===== src/pwdc_regs.svh =====
// register offsets, field positions, reset values and timing counts
`ifndef PWDC_REGS_SVH
`define PWDC_REGS_SVH

`define PWDC_ADDR_DEMODULATOR_CONFIG 8'h00
`define PWDC_ADDR_IFCHF 8'h02
`define PWDC_ADDR_SYNC_LEN 8'h0c
`define PWDC_ADDR_SYNC_LO 8'h0d
`define PWDC_ADDR_SYNC_HI 8'h0e
`define PWDC_ADDR_ISR 8'h13
`define PWDC_ADDR_STATE 8'h14
`define PWDC_ADDR_WUT_DET 8'h17
`define PWDC_ADDR_WUT_RATIO 8'h18

`define PWDC_DEMODULATOR_CONFIG_TIME_CONTROL_LSB 0
`define PWDC_FSK_DEVIATION_SELECT_LSB 4
`define PWDC_IFCHF_CHF_LSB 0
`define PWDC_IFCHF_IF_BIT 3
`define PWDC_IFCHF_MOD_BIT 4
`define PWDC_STATE_XO_BIT 0
`define PWDC_STATE_WUT_BIT 1
`define PWDC_STATE_HRX_BIT 2
`define PWDC_ISR_DET_BIT 0

`define PWDC_DEMODULATOR_CONFIG_RESET 8'h00
`define PWDC_IFCHF_RESET 8'h00
`define PWDC_STATE_RESET 8'h00
`define PWDC_SYNC_LEN_RESET 4'h0
`define PWDC_SYNC_WORD_RESET 16'h0000
`define PWDC_WUT_DET_RESET 8'h00
`define PWDC_WUT_RATIO_RESET 7'h00

`define PWDC_CLK_MHZ 250
`define PWDC_DET_STEP_US 80
`define PWDC_DET_MIN_US 480
`define PWDC_DET_MIN_STEPS (`PWDC_DET_MIN_US / `PWDC_DET_STEP_US)

`endif


===== src/pwdc_pkg.sv =====
// types shared by the wake-up and demodulator configuration block
package pwdc_pkg;

   typedef enum logic [1:0] {
      PWDC_STANDBY = 2'b00,
      PWDC_POLL = 2'b01,
      PWDC_WAIT = 2'b10,
      PWDC_HOST_RX = 2'b11
   } pwdc_state_t;

   typedef struct packed {
      logic if_filter_select;
      logic [2:0] channel_filter_select;
      logic modulation_select;
      logic [2:0] demodulator_config_time_control;
      logic [2:0] fsk_deviation_select;
   } pwdc_cfg_t;

   typedef struct packed {
      logic [8:0] if_khz;
      logic [8:0] analog_bw_khz;
      logic [8:0] rx_bw_khz;
   } pwdc_bw_t;

   localparam logic [8:0] PWDC_IF_KHZ [2] = '{9'h190, 9'h0c8};
   localparam logic [8:0] PWDC_ABW_KHZ [2] = '{9'h15e, 9'h0af};
   localparam logic [8:0] PWDC_CHF_BW_KHZ [5] = '{9'h154, 9'h078, 9'h034, 9'h018, 9'h00c};

endpackage : pwdc_pkg


===== src/pwdc_matcher.sv =====
// phase-insensitive manchester sync pattern matcher
`timescale 1ns/10ps
`default_nettype none
module pwdc_matcher
   import pwdc_pkg::*;
#(
   parameter int MAX_LEN = 16
) (
   input wire logic sys_clk,
   input wire logic rst_n,
   input wire logic clear,
   input wire logic bit_in,
   input wire logic bit_en,
   input wire logic [15:0] sync_pattern_word,
   input wire logic [3:0] sync_pattern_length,
   output logic match
);
   localparam int CW = $clog2(2 * MAX_LEN + 1);

   logic [2*MAX_LEN-1:0] history;
   logic [2*MAX_LEN-1:0] next_history;
   logic [2*MAX_LEN-1:0] enc;
   logic [2*MAX_LEN-1:0] mask;
   logic [CW-1:0] fill;
   logic [CW-1:0] needed;

   genvar i;
   generate
      for (i = 0; i < MAX_LEN; i++) begin : g_enc
         // raw 0 -> 10, raw 1 -> 01, newest decoded bit lowest
         assign enc[2*i] = sync_pattern_word[i];
         assign enc[2*i+1] = ~sync_pattern_word[i];
         // only raw bits length..0 take part
         assign mask[2*i] = (int'(sync_pattern_length) >= i);
         assign mask[2*i+1] = (int'(sync_pattern_length) >= i);
      end
   endgenerate

   assign next_history = {history[2*MAX_LEN-2:0], bit_in};
   assign needed = CW'(2 * (int'(sync_pattern_length) + 1));

   always_ff @(posedge sys_clk) begin
      if (!rst_n || clear) begin
         history <= '0;
      end else if (bit_en) begin
         history <= next_history;
      end
   end

   always_ff @(posedge sys_clk) begin
      if (!rst_n || clear) begin
         fill <= '0;
      end else if (bit_en && fill < CW'(2 * MAX_LEN)) begin
         fill <= fill + CW'(1);
      end
   end

   // checked on every half-bit, so both half-bit phases are tried
   always_ff @(posedge sys_clk) begin
      if (!rst_n || clear) begin
         match <= 1'b0;
      end else begin
         match <= bit_en && ((fill + CW'(1)) >= needed)
                  && (((next_history ^ enc) & mask) == '0);
      end
   end
endmodule : pwdc_matcher
`default_nettype wire


===== src/pwdc_top.sv =====
// self-polling wake-up, data pin control and demodulator configuration
// Function
// - detection window spans 0.48 to 20.88 ms
// - length N compares pattern bits N..0 only
// - match either phase of manchester pattern
// - host receive drives oversampled demodulated data
// - data high in polling and quiet wait
// - after match, data falls on wait entry
// - status read in poll or wait: data high, timer off, standby
// - unread status repeats poll and wait cycle
// - if select picks 400 or 200 kHz
// - channel filter codes give listed bandwidths
// - modulation bit zero ask, one fsk
// - fsk deviation effective only in fsk mode
// - window programmed in 0.08 ms steps
// - length code 0..15 means 1..16 bits
// - raw bits expanded to manchester pairs
`timescale 1ns/10ps
`default_nettype none
`include "pwdc_regs.svh"
module pwdc_top
   import pwdc_pkg::*;
#(
   parameter int STEP_CYCLES = `PWDC_DET_STEP_US * `PWDC_CLK_MHZ,
   parameter int MAX_LEN = 16
) (
   input wire logic sys_clk,
   input wire logic rst_n,
   input wire logic reg_wr,
   input wire logic reg_rd,
   input wire logic [7:0] reg_addr,
   input wire logic [7:0] reg_wdata,
   output logic [7:0] reg_rdata,
   input wire logic rx_sample,
   input wire logic rx_sample_en,
   input wire logic rx_half_bit,
   input wire logic rx_half_bit_en,
   output logic data_out,
   output logic rx_active,
   output pwdc_state_t state_out,
   output pwdc_cfg_t cfg,
   output pwdc_bw_t bw
);
   localparam int DW = $clog2(STEP_CYCLES + 1);

   pwdc_state_t state;
   pwdc_state_t next_state;
   logic [7:0] demodulator_config;
   logic [7:0] if_filter_select;
   logic [7:0] power_state_control;
   logic [3:0] sync_length_value;
   logic [15:0] sync_pattern_word;
   logic [7:0] detect_window;
   logic [6:0] wait_interval;
   logic preamble_detect;
   logic [DW-1:0] step_div;
   logic step_tick;
   logic [8:0] period_steps;
   logic [8:0] det_steps;
   logic [7:0] period_cnt;
   logic [7:0] wait_periods;
   logic det_end;
   logic wait_end;
   logic match;
   logic irq_status_read;
   logic cfg_locked;
   logic wakeup_timer_enable;
   logic host_controlled_receive;

   assign irq_status_read = reg_rd && (reg_addr == `PWDC_ADDR_ISR);
   assign wakeup_timer_enable = power_state_control[`PWDC_STATE_WUT_BIT];
   assign host_controlled_receive = power_state_control[`PWDC_STATE_HRX_BIT];
   assign cfg_locked = (state == PWDC_POLL) || (state == PWDC_HOST_RX);
   // window = (code + 6) steps of 0.08 ms: 0.48 .. 20.88 ms
   assign det_steps = {1'b0, detect_window} + 9'(`PWDC_DET_MIN_STEPS);
   assign wait_periods = {1'b0, wait_interval} + 8'h01;
   assign det_end = step_tick && (period_steps == det_steps - 9'h001);
   assign wait_end = det_end && (period_cnt == wait_periods - 8'h01);

   // 0.08 ms step enable, restarted outside the timed states
   always_ff @(posedge sys_clk) begin
      if (!rst_n || next_state != state || state == PWDC_STANDBY
          || state == PWDC_HOST_RX) begin
         step_div <= '0;
         step_tick <= 1'b0;
      end else if (step_div == DW'(STEP_CYCLES - 1)) begin
         step_div <= '0;
         step_tick <= 1'b1;
      end else begin
         step_div <= step_div + DW'(1);
         step_tick <= 1'b0;
      end
   end

   always_ff @(posedge sys_clk) begin
      if (!rst_n || next_state != state) begin
         period_steps <= 9'h000;
         period_cnt <= 8'h00;
      end else if (det_end) begin
         period_steps <= 9'h000;
         period_cnt <= period_cnt + 8'h01;
      end else if (step_tick) begin
         period_steps <= period_steps + 9'h001;
      end
   end

   always_comb begin
      next_state = state;
      case (state)
         PWDC_STANDBY: begin
            if (wakeup_timer_enable) begin
               next_state = PWDC_POLL;
            end else if (host_controlled_receive) begin
               next_state = PWDC_HOST_RX;
            end
         end
         PWDC_POLL: begin
            if (irq_status_read || !wakeup_timer_enable) begin
               next_state = PWDC_STANDBY;
            end else if (det_end) begin
               next_state = PWDC_WAIT;
            end
         end
         PWDC_WAIT: begin
            if (irq_status_read || !wakeup_timer_enable) begin
               next_state = PWDC_STANDBY;
            end else if (wait_end) begin
               next_state = PWDC_POLL;
            end
         end
         PWDC_HOST_RX: begin
            if (!host_controlled_receive) begin
               next_state = PWDC_STANDBY;
            end
         end
         default: next_state = PWDC_STANDBY;
      endcase
   end

   always_ff @(posedge sys_clk) begin
      if (!rst_n) begin
         state <= PWDC_STANDBY;
      end else begin
         state <= next_state;
      end
   end

   pwdc_matcher #(
      .MAX_LEN(MAX_LEN)
   ) u_matcher (
      .sys_clk(sys_clk),
      .rst_n(rst_n),
      .clear(state != PWDC_POLL),
      .bit_in(rx_half_bit),
      .bit_en(rx_half_bit_en && state == PWDC_POLL),
      .sync_pattern_word(sync_pattern_word),
      .sync_pattern_length(sync_length_value),
      .match(match)
   );

   // sticky detect flag; a match in the read cycle survives the clear
   always_ff @(posedge sys_clk) begin
      if (!rst_n) begin
         preamble_detect <= 1'b0;
      end else if (match && state == PWDC_POLL) begin
         preamble_detect <= 1'b1;
      end else if (irq_status_read) begin
         preamble_detect <= 1'b0;
      end
   end

   always_ff @(posedge sys_clk) begin
      if (!rst_n) begin
         data_out <= 1'b1;
      end else if (state == PWDC_POLL && next_state == PWDC_WAIT) begin
         data_out <= !(preamble_detect || match);
      end else if (next_state == PWDC_WAIT) begin
         data_out <= data_out;
      end else if (next_state == PWDC_HOST_RX && state == PWDC_HOST_RX) begin
         if (rx_sample_en) begin
            data_out <= rx_sample;
         end
      end else begin
         data_out <= 1'b1;
      end
   end

   always_ff @(posedge sys_clk) begin
      if (!rst_n) begin
         rx_active <= 1'b0;
         state_out <= PWDC_STANDBY;
      end else begin
         rx_active <= (next_state == PWDC_POLL) || (next_state == PWDC_HOST_RX);
         state_out <= next_state;
      end
   end

   // configuration is frozen while the receiver runs
   always_ff @(posedge sys_clk) begin
      if (!rst_n) begin
         demodulator_config <= `PWDC_DEMODULATOR_CONFIG_RESET;
         if_filter_select <= `PWDC_IFCHF_RESET;
         sync_length_value <= `PWDC_SYNC_LEN_RESET;
         sync_pattern_word <= `PWDC_SYNC_WORD_RESET;
         detect_window <= `PWDC_WUT_DET_RESET;
         wait_interval <= `PWDC_WUT_RATIO_RESET;
      end else if (reg_wr && !cfg_locked) begin
         if (reg_addr == `PWDC_ADDR_DEMODULATOR_CONFIG) begin
            demodulator_config <= reg_wdata;
         end else if (reg_addr == `PWDC_ADDR_IFCHF) begin
            if_filter_select <= reg_wdata;
         end else if (reg_addr == `PWDC_ADDR_SYNC_LEN) begin
            sync_length_value <= reg_wdata[3:0];
         end else if (reg_addr == `PWDC_ADDR_SYNC_LO) begin
            sync_pattern_word[7:0] <= reg_wdata;
         end else if (reg_addr == `PWDC_ADDR_SYNC_HI) begin
            sync_pattern_word[15:8] <= reg_wdata;
         end else if (reg_addr == `PWDC_ADDR_WUT_DET) begin
            detect_window <= reg_wdata;
         end else if (reg_addr == `PWDC_ADDR_WUT_RATIO) begin
            wait_interval <= reg_wdata[6:0];
         end
      end
   end

   always_ff @(posedge sys_clk) begin
      if (!rst_n) begin
         power_state_control <= `PWDC_STATE_RESET;
      end else if (irq_status_read) begin
         power_state_control[`PWDC_STATE_WUT_BIT] <= 1'b0;
      end else if (reg_wr && reg_addr == `PWDC_ADDR_STATE) begin
         power_state_control <= {5'h00, reg_wdata[2:0]};
      end
   end

   always_ff @(posedge sys_clk) begin
      if (!rst_n) begin
         reg_rdata <= 8'h00;
      end else if (reg_rd) begin
         if (reg_addr == `PWDC_ADDR_DEMODULATOR_CONFIG) begin
            reg_rdata <= demodulator_config;
         end else if (reg_addr == `PWDC_ADDR_IFCHF) begin
            reg_rdata <= if_filter_select;
         end else if (reg_addr == `PWDC_ADDR_SYNC_LEN) begin
            reg_rdata <= {4'h0, sync_length_value};
         end else if (reg_addr == `PWDC_ADDR_SYNC_LO) begin
            reg_rdata <= sync_pattern_word[7:0];
         end else if (reg_addr == `PWDC_ADDR_SYNC_HI) begin
            reg_rdata <= sync_pattern_word[15:8];
         end else if (reg_addr == `PWDC_ADDR_ISR) begin
            reg_rdata <= {7'h00, preamble_detect};
         end else if (reg_addr == `PWDC_ADDR_STATE) begin
            reg_rdata <= power_state_control;
         end else if (reg_addr == `PWDC_ADDR_WUT_DET) begin
            reg_rdata <= detect_window;
         end else if (reg_addr == `PWDC_ADDR_WUT_RATIO) begin
            reg_rdata <= {1'b0, wait_interval};
         end else begin
            reg_rdata <= 8'h00;
         end
      end
   end

   always_ff @(posedge sys_clk) begin
      if (!rst_n) begin
         cfg <= '0;
      end else begin
         cfg.if_filter_select <= if_filter_select[`PWDC_IFCHF_IF_BIT];
         cfg.channel_filter_select <= if_filter_select[`PWDC_IFCHF_CHF_LSB +: 3];
         cfg.modulation_select <= if_filter_select[`PWDC_IFCHF_MOD_BIT];
         cfg.demodulator_config_time_control <= demodulator_config[`PWDC_DEMODULATOR_CONFIG_TIME_CONTROL_LSB +: 3];
         // deviation forced to zero in ask mode
         cfg.fsk_deviation_select <= if_filter_select[`PWDC_IFCHF_MOD_BIT]
            ? demodulator_config[`PWDC_FSK_DEVIATION_SELECT_LSB +: 3] : 3'h0;
      end
   end

   always_ff @(posedge sys_clk) begin
      if (!rst_n) begin
         bw <= '0;
      end else begin
         bw.if_khz <= PWDC_IF_KHZ[if_filter_select[`PWDC_IFCHF_IF_BIT]];
         bw.analog_bw_khz <= PWDC_ABW_KHZ[if_filter_select[`PWDC_IFCHF_IF_BIT]];
         if (if_filter_select[`PWDC_IFCHF_CHF_LSB +: 3] > 3'h4) begin
            bw.rx_bw_khz <= 9'h000;
         end else begin
            bw.rx_bw_khz <= PWDC_CHF_BW_KHZ[if_filter_select[`PWDC_IFCHF_CHF_LSB +: 3]]
               >> if_filter_select[`PWDC_IFCHF_IF_BIT];
         end
      end
   end
endmodule : pwdc_top
`default_nettype wire


===== config.mk =====
export PLATFORM = sky130hd
export DESIGN_NAME = pwdc_top
export DESIGN_NICKNAME = d
export VERILOG_FILES = /design/src/pwdc_pkg.sv /design/src/pwdc_matcher.sv /design/src/pwdc_top.sv
export VERILOG_INCLUDE_DIRS = /design/src
export SDC_FILE = /design/constraint.sdc
export NUM_CORES = 1
export LEC_CHECK = 0
export BUFFER_PORTS_ARGS = -buffer_cell sky130_fd_sc_hd__buf_2
export CAP_MARGIN = 30
export CORE_MARGIN = 5
export CORE_UTILIZATION = 60
export CTS_CLUSTER_DIAMETER = 120
export DETAILED_ROUTE_END_ITERATION = 7
export GPL_ROUTABILITY_DRIVEN = 0
export HOLD_SLACK_MARGIN = 0.15
export PLACE_DENSITY = 0.84
export SLEW_MARGIN = 20
export SYNTH_ARGS = -nofsm -noshare
export SYNTH_HDL_FRONTEND = slang
export SYNTH_SLANG_ARGS = --single-unit

===== constraint.sdc =====
create_clock -name sys_clk -period 3.5 [get_ports sys_clk]
set_clock_uncertainty 0.2 [all_clocks]
set_input_delay 0.35 -clock sys_clk [delete_from_list [all_inputs] [get_ports sys_clk]]
set_output_delay 0.35 -clock sys_clk [all_outputs]
set_load 0.01 [all_outputs]

# --- Word-level counts from Yosys, hierarchy flattened ---
# Memories as Yosys holds them, arrays and structs flattened.
# Cells that the tools add are included.
op_classes:
  addsub: 9
  n_lt_le_gt_ge: 20
  eq_ne: 21
  shifts: 1
  mux: 32
  n_bitwise: 28
  reduce_logical: 42
ops:
  columns: ["operator", "n"]
  rows:
  - ["2-to-1 mux 9 bit", 8]
  - ["2-to-1 mux 8 bit", 8]
  - [">= comparator 4 bit (second input constant)", 9]
  - ["bitwise AND 32 bit", 1]
  - ["== test 8 x 5 -> 1 bit (second input constant)", 4]
  - ["logical NOT 32 bit", 1]
  - ["bitwise XOR 32 bit", 1]
  - ["== test 8 x 4 -> 1 bit (second input constant)", 3]
  - ["NOT 1 bit", 24]
  - [">= comparator 4 x 3 -> 1 bit (second input constant)", 4]
  - ["adder 15 x 1 -> 15 bit (second input constant)", 1]
  - ["== test 15 bit (second input constant)", 1]
  - ["2-to-1 mux 2 bit", 7]
  - ["logical AND 1 bit", 12]
  - ["adder 8 x 3 -> 9 bit (second input constant)", 1]
  - ["adder 9 x 1 -> 9 bit (second input constant)", 1]
  - ["== test 9 bit", 1]
  - ["right shift 9 x 1 -> 9 bit", 1]
  - ["subtractor 9 x 1 -> 9 bit (second input constant)", 1]
  - ["adder 7 x 1 -> 8 bit (second input constant)", 1]
  - ["adder 8 x 1 -> 8 bit (second input constant)", 1]
  - ["== test 2 bit (second input constant)", 4]
  - ["== test 8 x 2 -> 1 bit (second input constant)", 1]
  - ["== test 8 bit", 1]
  - ["other kinds (31)", 56]
totals:
  regBits: 176
  romBits: 72
  in_bits: 24
  out_inout_bits: 50
  word_cells: 183
  memories: 1
mem_list:
  columns: ["name", "words", "width", "rd", "rd_clocked_by_memory_dff", "write_ports", "line", "rtl"]
  rows:
  - ["(no name shown)", 8, 9, 1, 0, 0, "pwdc_top.sv:287", "bw.rx_bw_khz <= PWDC_CHF_BW_KHZ[if_filter_select[`PWDC_IFCHF_CHF_LSB +: 3]]"]

# --- Depth between registers and ports, before layout ---
depth:
  ltp_word: 13
  depth_mapped: 11
  depth_no_buf: 10

# --- Cells and area by module ---
# A second synthesis with hierarchy kept.
unflattened:
  hier_cells: 861
  area_unflattened_um2: 7952.6
modules_own_cells:
  columns: ["module", "instances", "cells_each", "area_per_inst_um2", "seq_area_each_um2"]
  rows:
  - ["pwdc_top", 1, 633, 5936.9, 2402.3]
  - ["pwdc_matcher", 1, 228, 2015.7, 760.7]

# --- Least setup slack after synthesis ---
# OpenSTA, ideal clock, no wires.
synth_timing:
  path_type: "reg2reg"
  start: "register detect_window[1]"
  end: "register step_div[11]"
  setup_ns: 0.164
  arrival_ns: 2.296
  required_ns: 3.136
  path_slack_ns: 0.840
  path_stages_with_launch: 10
  n_path_buf: 1
  period_less_slack_ns: 2.660
  cell_sequence: "dfxtp_1 -> ha_1 -> or2_4 -> o311a_1 -> nor4_1 -> o211a_2 -> and3_1 -> a2bb2oi_4 -> buf_6 -> nor4_1"
synth_via:
  elab_chain_cells: 13
  word_cells_on_any_way: 15
  classes_between: "2 x add/sub; 2 x eq/ne; 5 x mux; 6 x reduce/logical"
synth_lines:
  columns: ["item", "line", "rtl"]
  rows:
  - ["start: declaration", "pwdc_top.sv:53", "logic [7:0] detect_window;"]
  - ["start signal: assignment", "pwdc_top.sv:205", "detect_window <= `PWDC_WUT_DET_RESET;"]
  - ["start signal: assignment", "pwdc_top.sv:219", "detect_window <= reg_wdata;"]
  - ["adder 8 x 3 -> 9 bit (*)", "pwdc_top.sv:75", "assign det_steps = {1'b0, detect_window} + 9'(`PWDC_DET_MIN_STEPS);"]
  - ["subtractor 9 x 1 -> 9 bit (*)", "pwdc_top.sv:77", "assign det_end = step_tick && (period_steps == det_steps - 9'h001);"]
  - ["== test 9 bit (*)", "pwdc_top.sv:77", null]
  - ["logical AND 1 bit (*)", "pwdc_top.sv:77", null]
  - ["logical AND 1 bit", "pwdc_top.sv:78", "assign wait_end = det_end && (period_cnt == wait_periods - 8'h01);"]
  - ["2-to-1 mux 2 bit", "pwdc_top.sv:127", "end else if (wait_end) begin"]
  - ["2-to-1 mux 2 bit", "pwdc_top.sv:125", "if (irq_status_read || !wakeup_timer_enable) begin"]
  - ["one-hot mux 2 bit (4 select lines) (*)", "pwdc_top.sv:109", "case (state)"]
  - ["!= test 2 bit (*)", "pwdc_top.sv:82", "if (!rst_n || next_state != state || state == PWDC_STANDBY"]
  - ["logical OR 1 bit (*) (2 in a row)", "pwdc_top.sv:82", null]
  - ["logical OR 1 bit (*)", "pwdc_top.sv:83", "|| state == PWDC_HOST_RX) begin"]
  - ["OR reduction 2 bit (no source line) (*)", null, null]
  - ["end signal: assignment", "pwdc_top.sv:90", "step_div <= step_div + DW'(1);"]
  - ["end: declaration", "pwdc_top.sv:56", "logic [DW-1:0] step_div;"]
# Mark *: on every way between the ends. The rest lies on a longest branch, timed or not.
# A chain may end at the register's enable or synchronous reset.

# --- Worst setup path in the final report ---
layout_timing:
  start: "register detect_window[0]"
  end: "register step_div[12]"
# The elaborated chain is that of the path after synthesis.

==> flow_metrics.tcl <==
set metrics [dict create \
    synthToLayoutAreaGrowth_pct 13.61 \
    timing_worst_setup_path_type "reg -> reg" \
    drc 0 \
    core_region_area_sq_um 13090 \
    rrSetupSlack_ns 0.33 \
    dpl_cell_area_sq_um 8242 \
    critical_path.cell_chain "ha_1, or2_4, o311a_1, nor4_1, o211a_2, a21oi_1, o21ai_2, nor3_1" \
    crit_arrival_ns 3.25 \
    share_of_synthesized_area_occupied_by_flip_flops_and_latches 0.4001 \
    input_output_buffers 68 \
    startpoint_type "flip-flop" \
    post-route-util 0.6865 \
    per_cell_via_count_in_the_routed_design 5.918 \
    final_cycle_utilization_of_the_critical_path 0.9053 \
    ys_warn_count 0 \
    synth-seq-cells 158 \
    crit_path_max_incr_delay_ns 0.54 \
    root_buffer "clkbuf_16" \
    routed_wire_length_per_instance_um 16.96 \
    post_cts_resized 0 \
    critical-path-slowest-cell "o21ai_2" \
    postRouteAntennaNets 0 \
    dp.final_hpwl_mm 12.94 \
    global_route_wire_length_before_repair_mm 32.00 \
    outcome "completed" \
    cp_data_required_time_ns 3.59 \
    final.min_clock_period_ns 3.169 \
    crit_buf_inv 0 \
    critPathMaxFanout 16 \
    power_density_nw_per_um2 432.7 \
    nets 984 \
    core.rowCount 42 \
    maxSlewHeadroom 0.5456 \
    timing_worst_slew_pin_value_ns 0.6817 \
    worst_setup_path_end_kind "flip-flop" \
    grt_antenna_before_repair 0 \
    maximum_number_of_pins_on_one_net_before_global_route_repair 84 \
    post_synth_main_area_contributors "dfxtp_1 (40%), mux2i_1 (9.4%), nor2_1 (4.3%), nand2_1 (3.8%), nor2b_1 (3.8%)" \
    htree_num_levels 4 \
    design.portCount 74 \
    max_cap_violations 0 \
    timing_hold_violations_final 0 \
    fin_area_sq_um 8982 \
    clkSinkCount 158 \
    vias_post_dr 6711 \
    first_global_vias 6421 \
    yosys.area.top_type_share 0.4001 \
    fin_tns_setup_ns 0 \
    setup_repair_after_global_routing_missed_its_margin "no" \
    cts.path.max_buffers 2 \
    synth_async_sr_flop_share 0 \
    totalWireLength_mm 19.23 \
    grt_use_total 0.2488 \
    mappedNetlistArea_sq_um 7906 \
    cellLeakagePower_nw 3.357 \
    synth-edff-count 0 \
    min-delay-path-class "in -> reg" \
    most_used_flip_flop_cell_after_synthesis "dfxtp_1" \
    fp.dieW_um 124.8 \
    report.final.slew_viol_count 0 \
    globalRoute.totalOverflow 0 \
    synth.avg_cell_area_sq_um 8.864 \
    cp_top_family "compound AO/OA/AOI/OAI gates" \
    die-height_um 124.8 \
    insertedDiodeCount 0 \
    synthDistinctLibCells 79 \
    layout-drive-gt1-share 0.1430 \
    initial_utilization 0.6042 \
    synthCells 892 \
    number_of_detailed_routing_iterations_run_before_antenna_repair 6 \
    cts_made_buffers 17 \
    cts_tree "built" \
    clkTransAtPathRegs_ns 0.06 \
    worst_skew_pair.late_latency_ns 0.43 \
    worst_ir_drop_vdd_uv 333.2 \
    die-area_sq_um 15570 \
    finalSetupViolations 0 \
    drt_iter0_markers 856 \
    max_clock_freq_ghz 0.3156 \
    synth_top_cell_by_area "dfxtp_1" \
]
path summary, 6_finish.rpt:
path                         start                 to  depth (start not counted)
setup / recovery  detect_window[0]       step_div[12]                          8
hold / removal      rx_half_bit_en  u_matcher.fill[5]                          3
setup reg to reg  detect_window[0]       step_div[12]                          8
hold reg to reg       reg_rdata[2]       reg_rdata[2]                          2
cell type report:
class | count | area [sq um]
multi-input cells | 658 | 4360
fillers | 971 | 4103
flip-flops and latches | 158 | 3163
repair buffers | 96 | 585.6
clock buffers | 21 | 470.5
well taps | 176 | 220.2
clock inverters | 11 | 130.1
inverters | 14 | 52.55
Yosys cell counts, types with 6 or more instances:
cell	instances
buf_4	19
xnor2_1	20
inv_1	14
a211oi_1	6
buf_2	14
clkbuf_1	30
nor3_1	18
a21boi_0	15
a22oi_1	8
dfxtp_1	158
nor2b_1	48
ha_1	15
nor4_1	12
nand4_1	14
a31oi_1	7
a21oi_1	27
nand3_1	43
and3_1	17
o21ai_0	18
mux2i_1	74
nand2b_1	11
xor2_1	33
nor2_1	90
and2_1	14
nand2_1	81
kinds of logic after synthesis:
group	count (synthesis)	synth area share
simple gates	376	0.2461
flops	158	0.4001
compound gates	133	0.1233
buf+inv	80	0.05112
mux	76	0.09653
xor+xnor	53	0.05871
fa+ha+maj	15	0.02374
other cells	1	0.0004743
stage by stage:
step	hold WS, ns	power (mW)	instances	worst slack, ns
floorplan	0.1777	1.998	896	0.8398
global placement	0.2495	2.052	1088	0.4850
detailed placement	0.2595	2.055	1088	0.3775
CTS	0.1711	3.895	1134	0.3697
global route	0.2032	4.009	1134	0.1363
finish	0.1841	3.886	1134	0.3313
power by group:
part / internal (mW) / switching (mW)
Clock: 1.11 / 0.745
Combinational: 0.0788 / 0.131
Sequential: 1.81 / 0.0122
placed cells by master (no fill, tap or decap), types with 7 or more instances in the layout:
cell / netlist / routed
nor2b_1: 48 / 48
nor3_1: 18 / 18
dlygate4sd3_1: 0 / 14
and3_1: 17 / 17
clkbuf_16: 0 / 17
inv_1: 14 / 14
a22oi_1: 8 / 8
a31oi_1: 7 / 7
buf_4: 19 / 14
nand2b_1: 11 / 11
nand2_1: 81 / 81
xor2_1: 33 / 33
o21ai_0: 18 / 18
nand4_1: 14 / 14
a21boi_0: 15 / 15
a21oi_1: 27 / 27
mux2i_1: 74 / 74
nand3_1: 43 / 43
dfxtp_1: 158 / 158
nor2_1: 90 / 90
and2_1: 14 / 14
nor4_1: 12 / 11
ha_1: 15 / 15
xnor2_1: 20 / 20
buf_2: 14 / 68
worst register-to-register path, delay by kind of cell, from the launching register on:
kind | cells | cell delay [ns]
compound gates | 4 | 1.47
simple gates | 3 | 0.66
flops | 1 | 0.39
fa+ha+maj | 1 | 0.31
metal layers:
metal  vias to the layer above  track usage  wire [um]
li1                       3225            -          -
met2                       271       0.4008       9029
met3                        53      0.05660       1385
met1                      3162       0.3239       8236
met4                         0      0.09800        575
met5                         -            0          0
flip-flops by register name, indices dropped and copies added (netlist names), 3 cells and up:
| register | flops |
|---|---|
| u_matcher.history | 31 |
| sync_pattern_word | 16 |
| step_div | 15 |
| bw | 11 |
| cfg | 10 |
| period_steps | 9 |
| demodulator_config | 8 |
| detect_window | 8 |
| if_filter_select | 8 |
| period_cnt | 8 |
| reg_rdata | 8 |
| wait_interval | 7 |
| u_matcher.fill | 6 |
| sync_length_value | 4 |
| power_state_control | 3 |
timing repair:
action / in CTS / in global routing
endpoints found under the setup margin: 0 / 0
hold buffers: 14 / 0
endpoints found under the hold margin: 44 / 0
setup buffers: 0 / 0
Note: power is estimated with default switching activity, not from simulation.
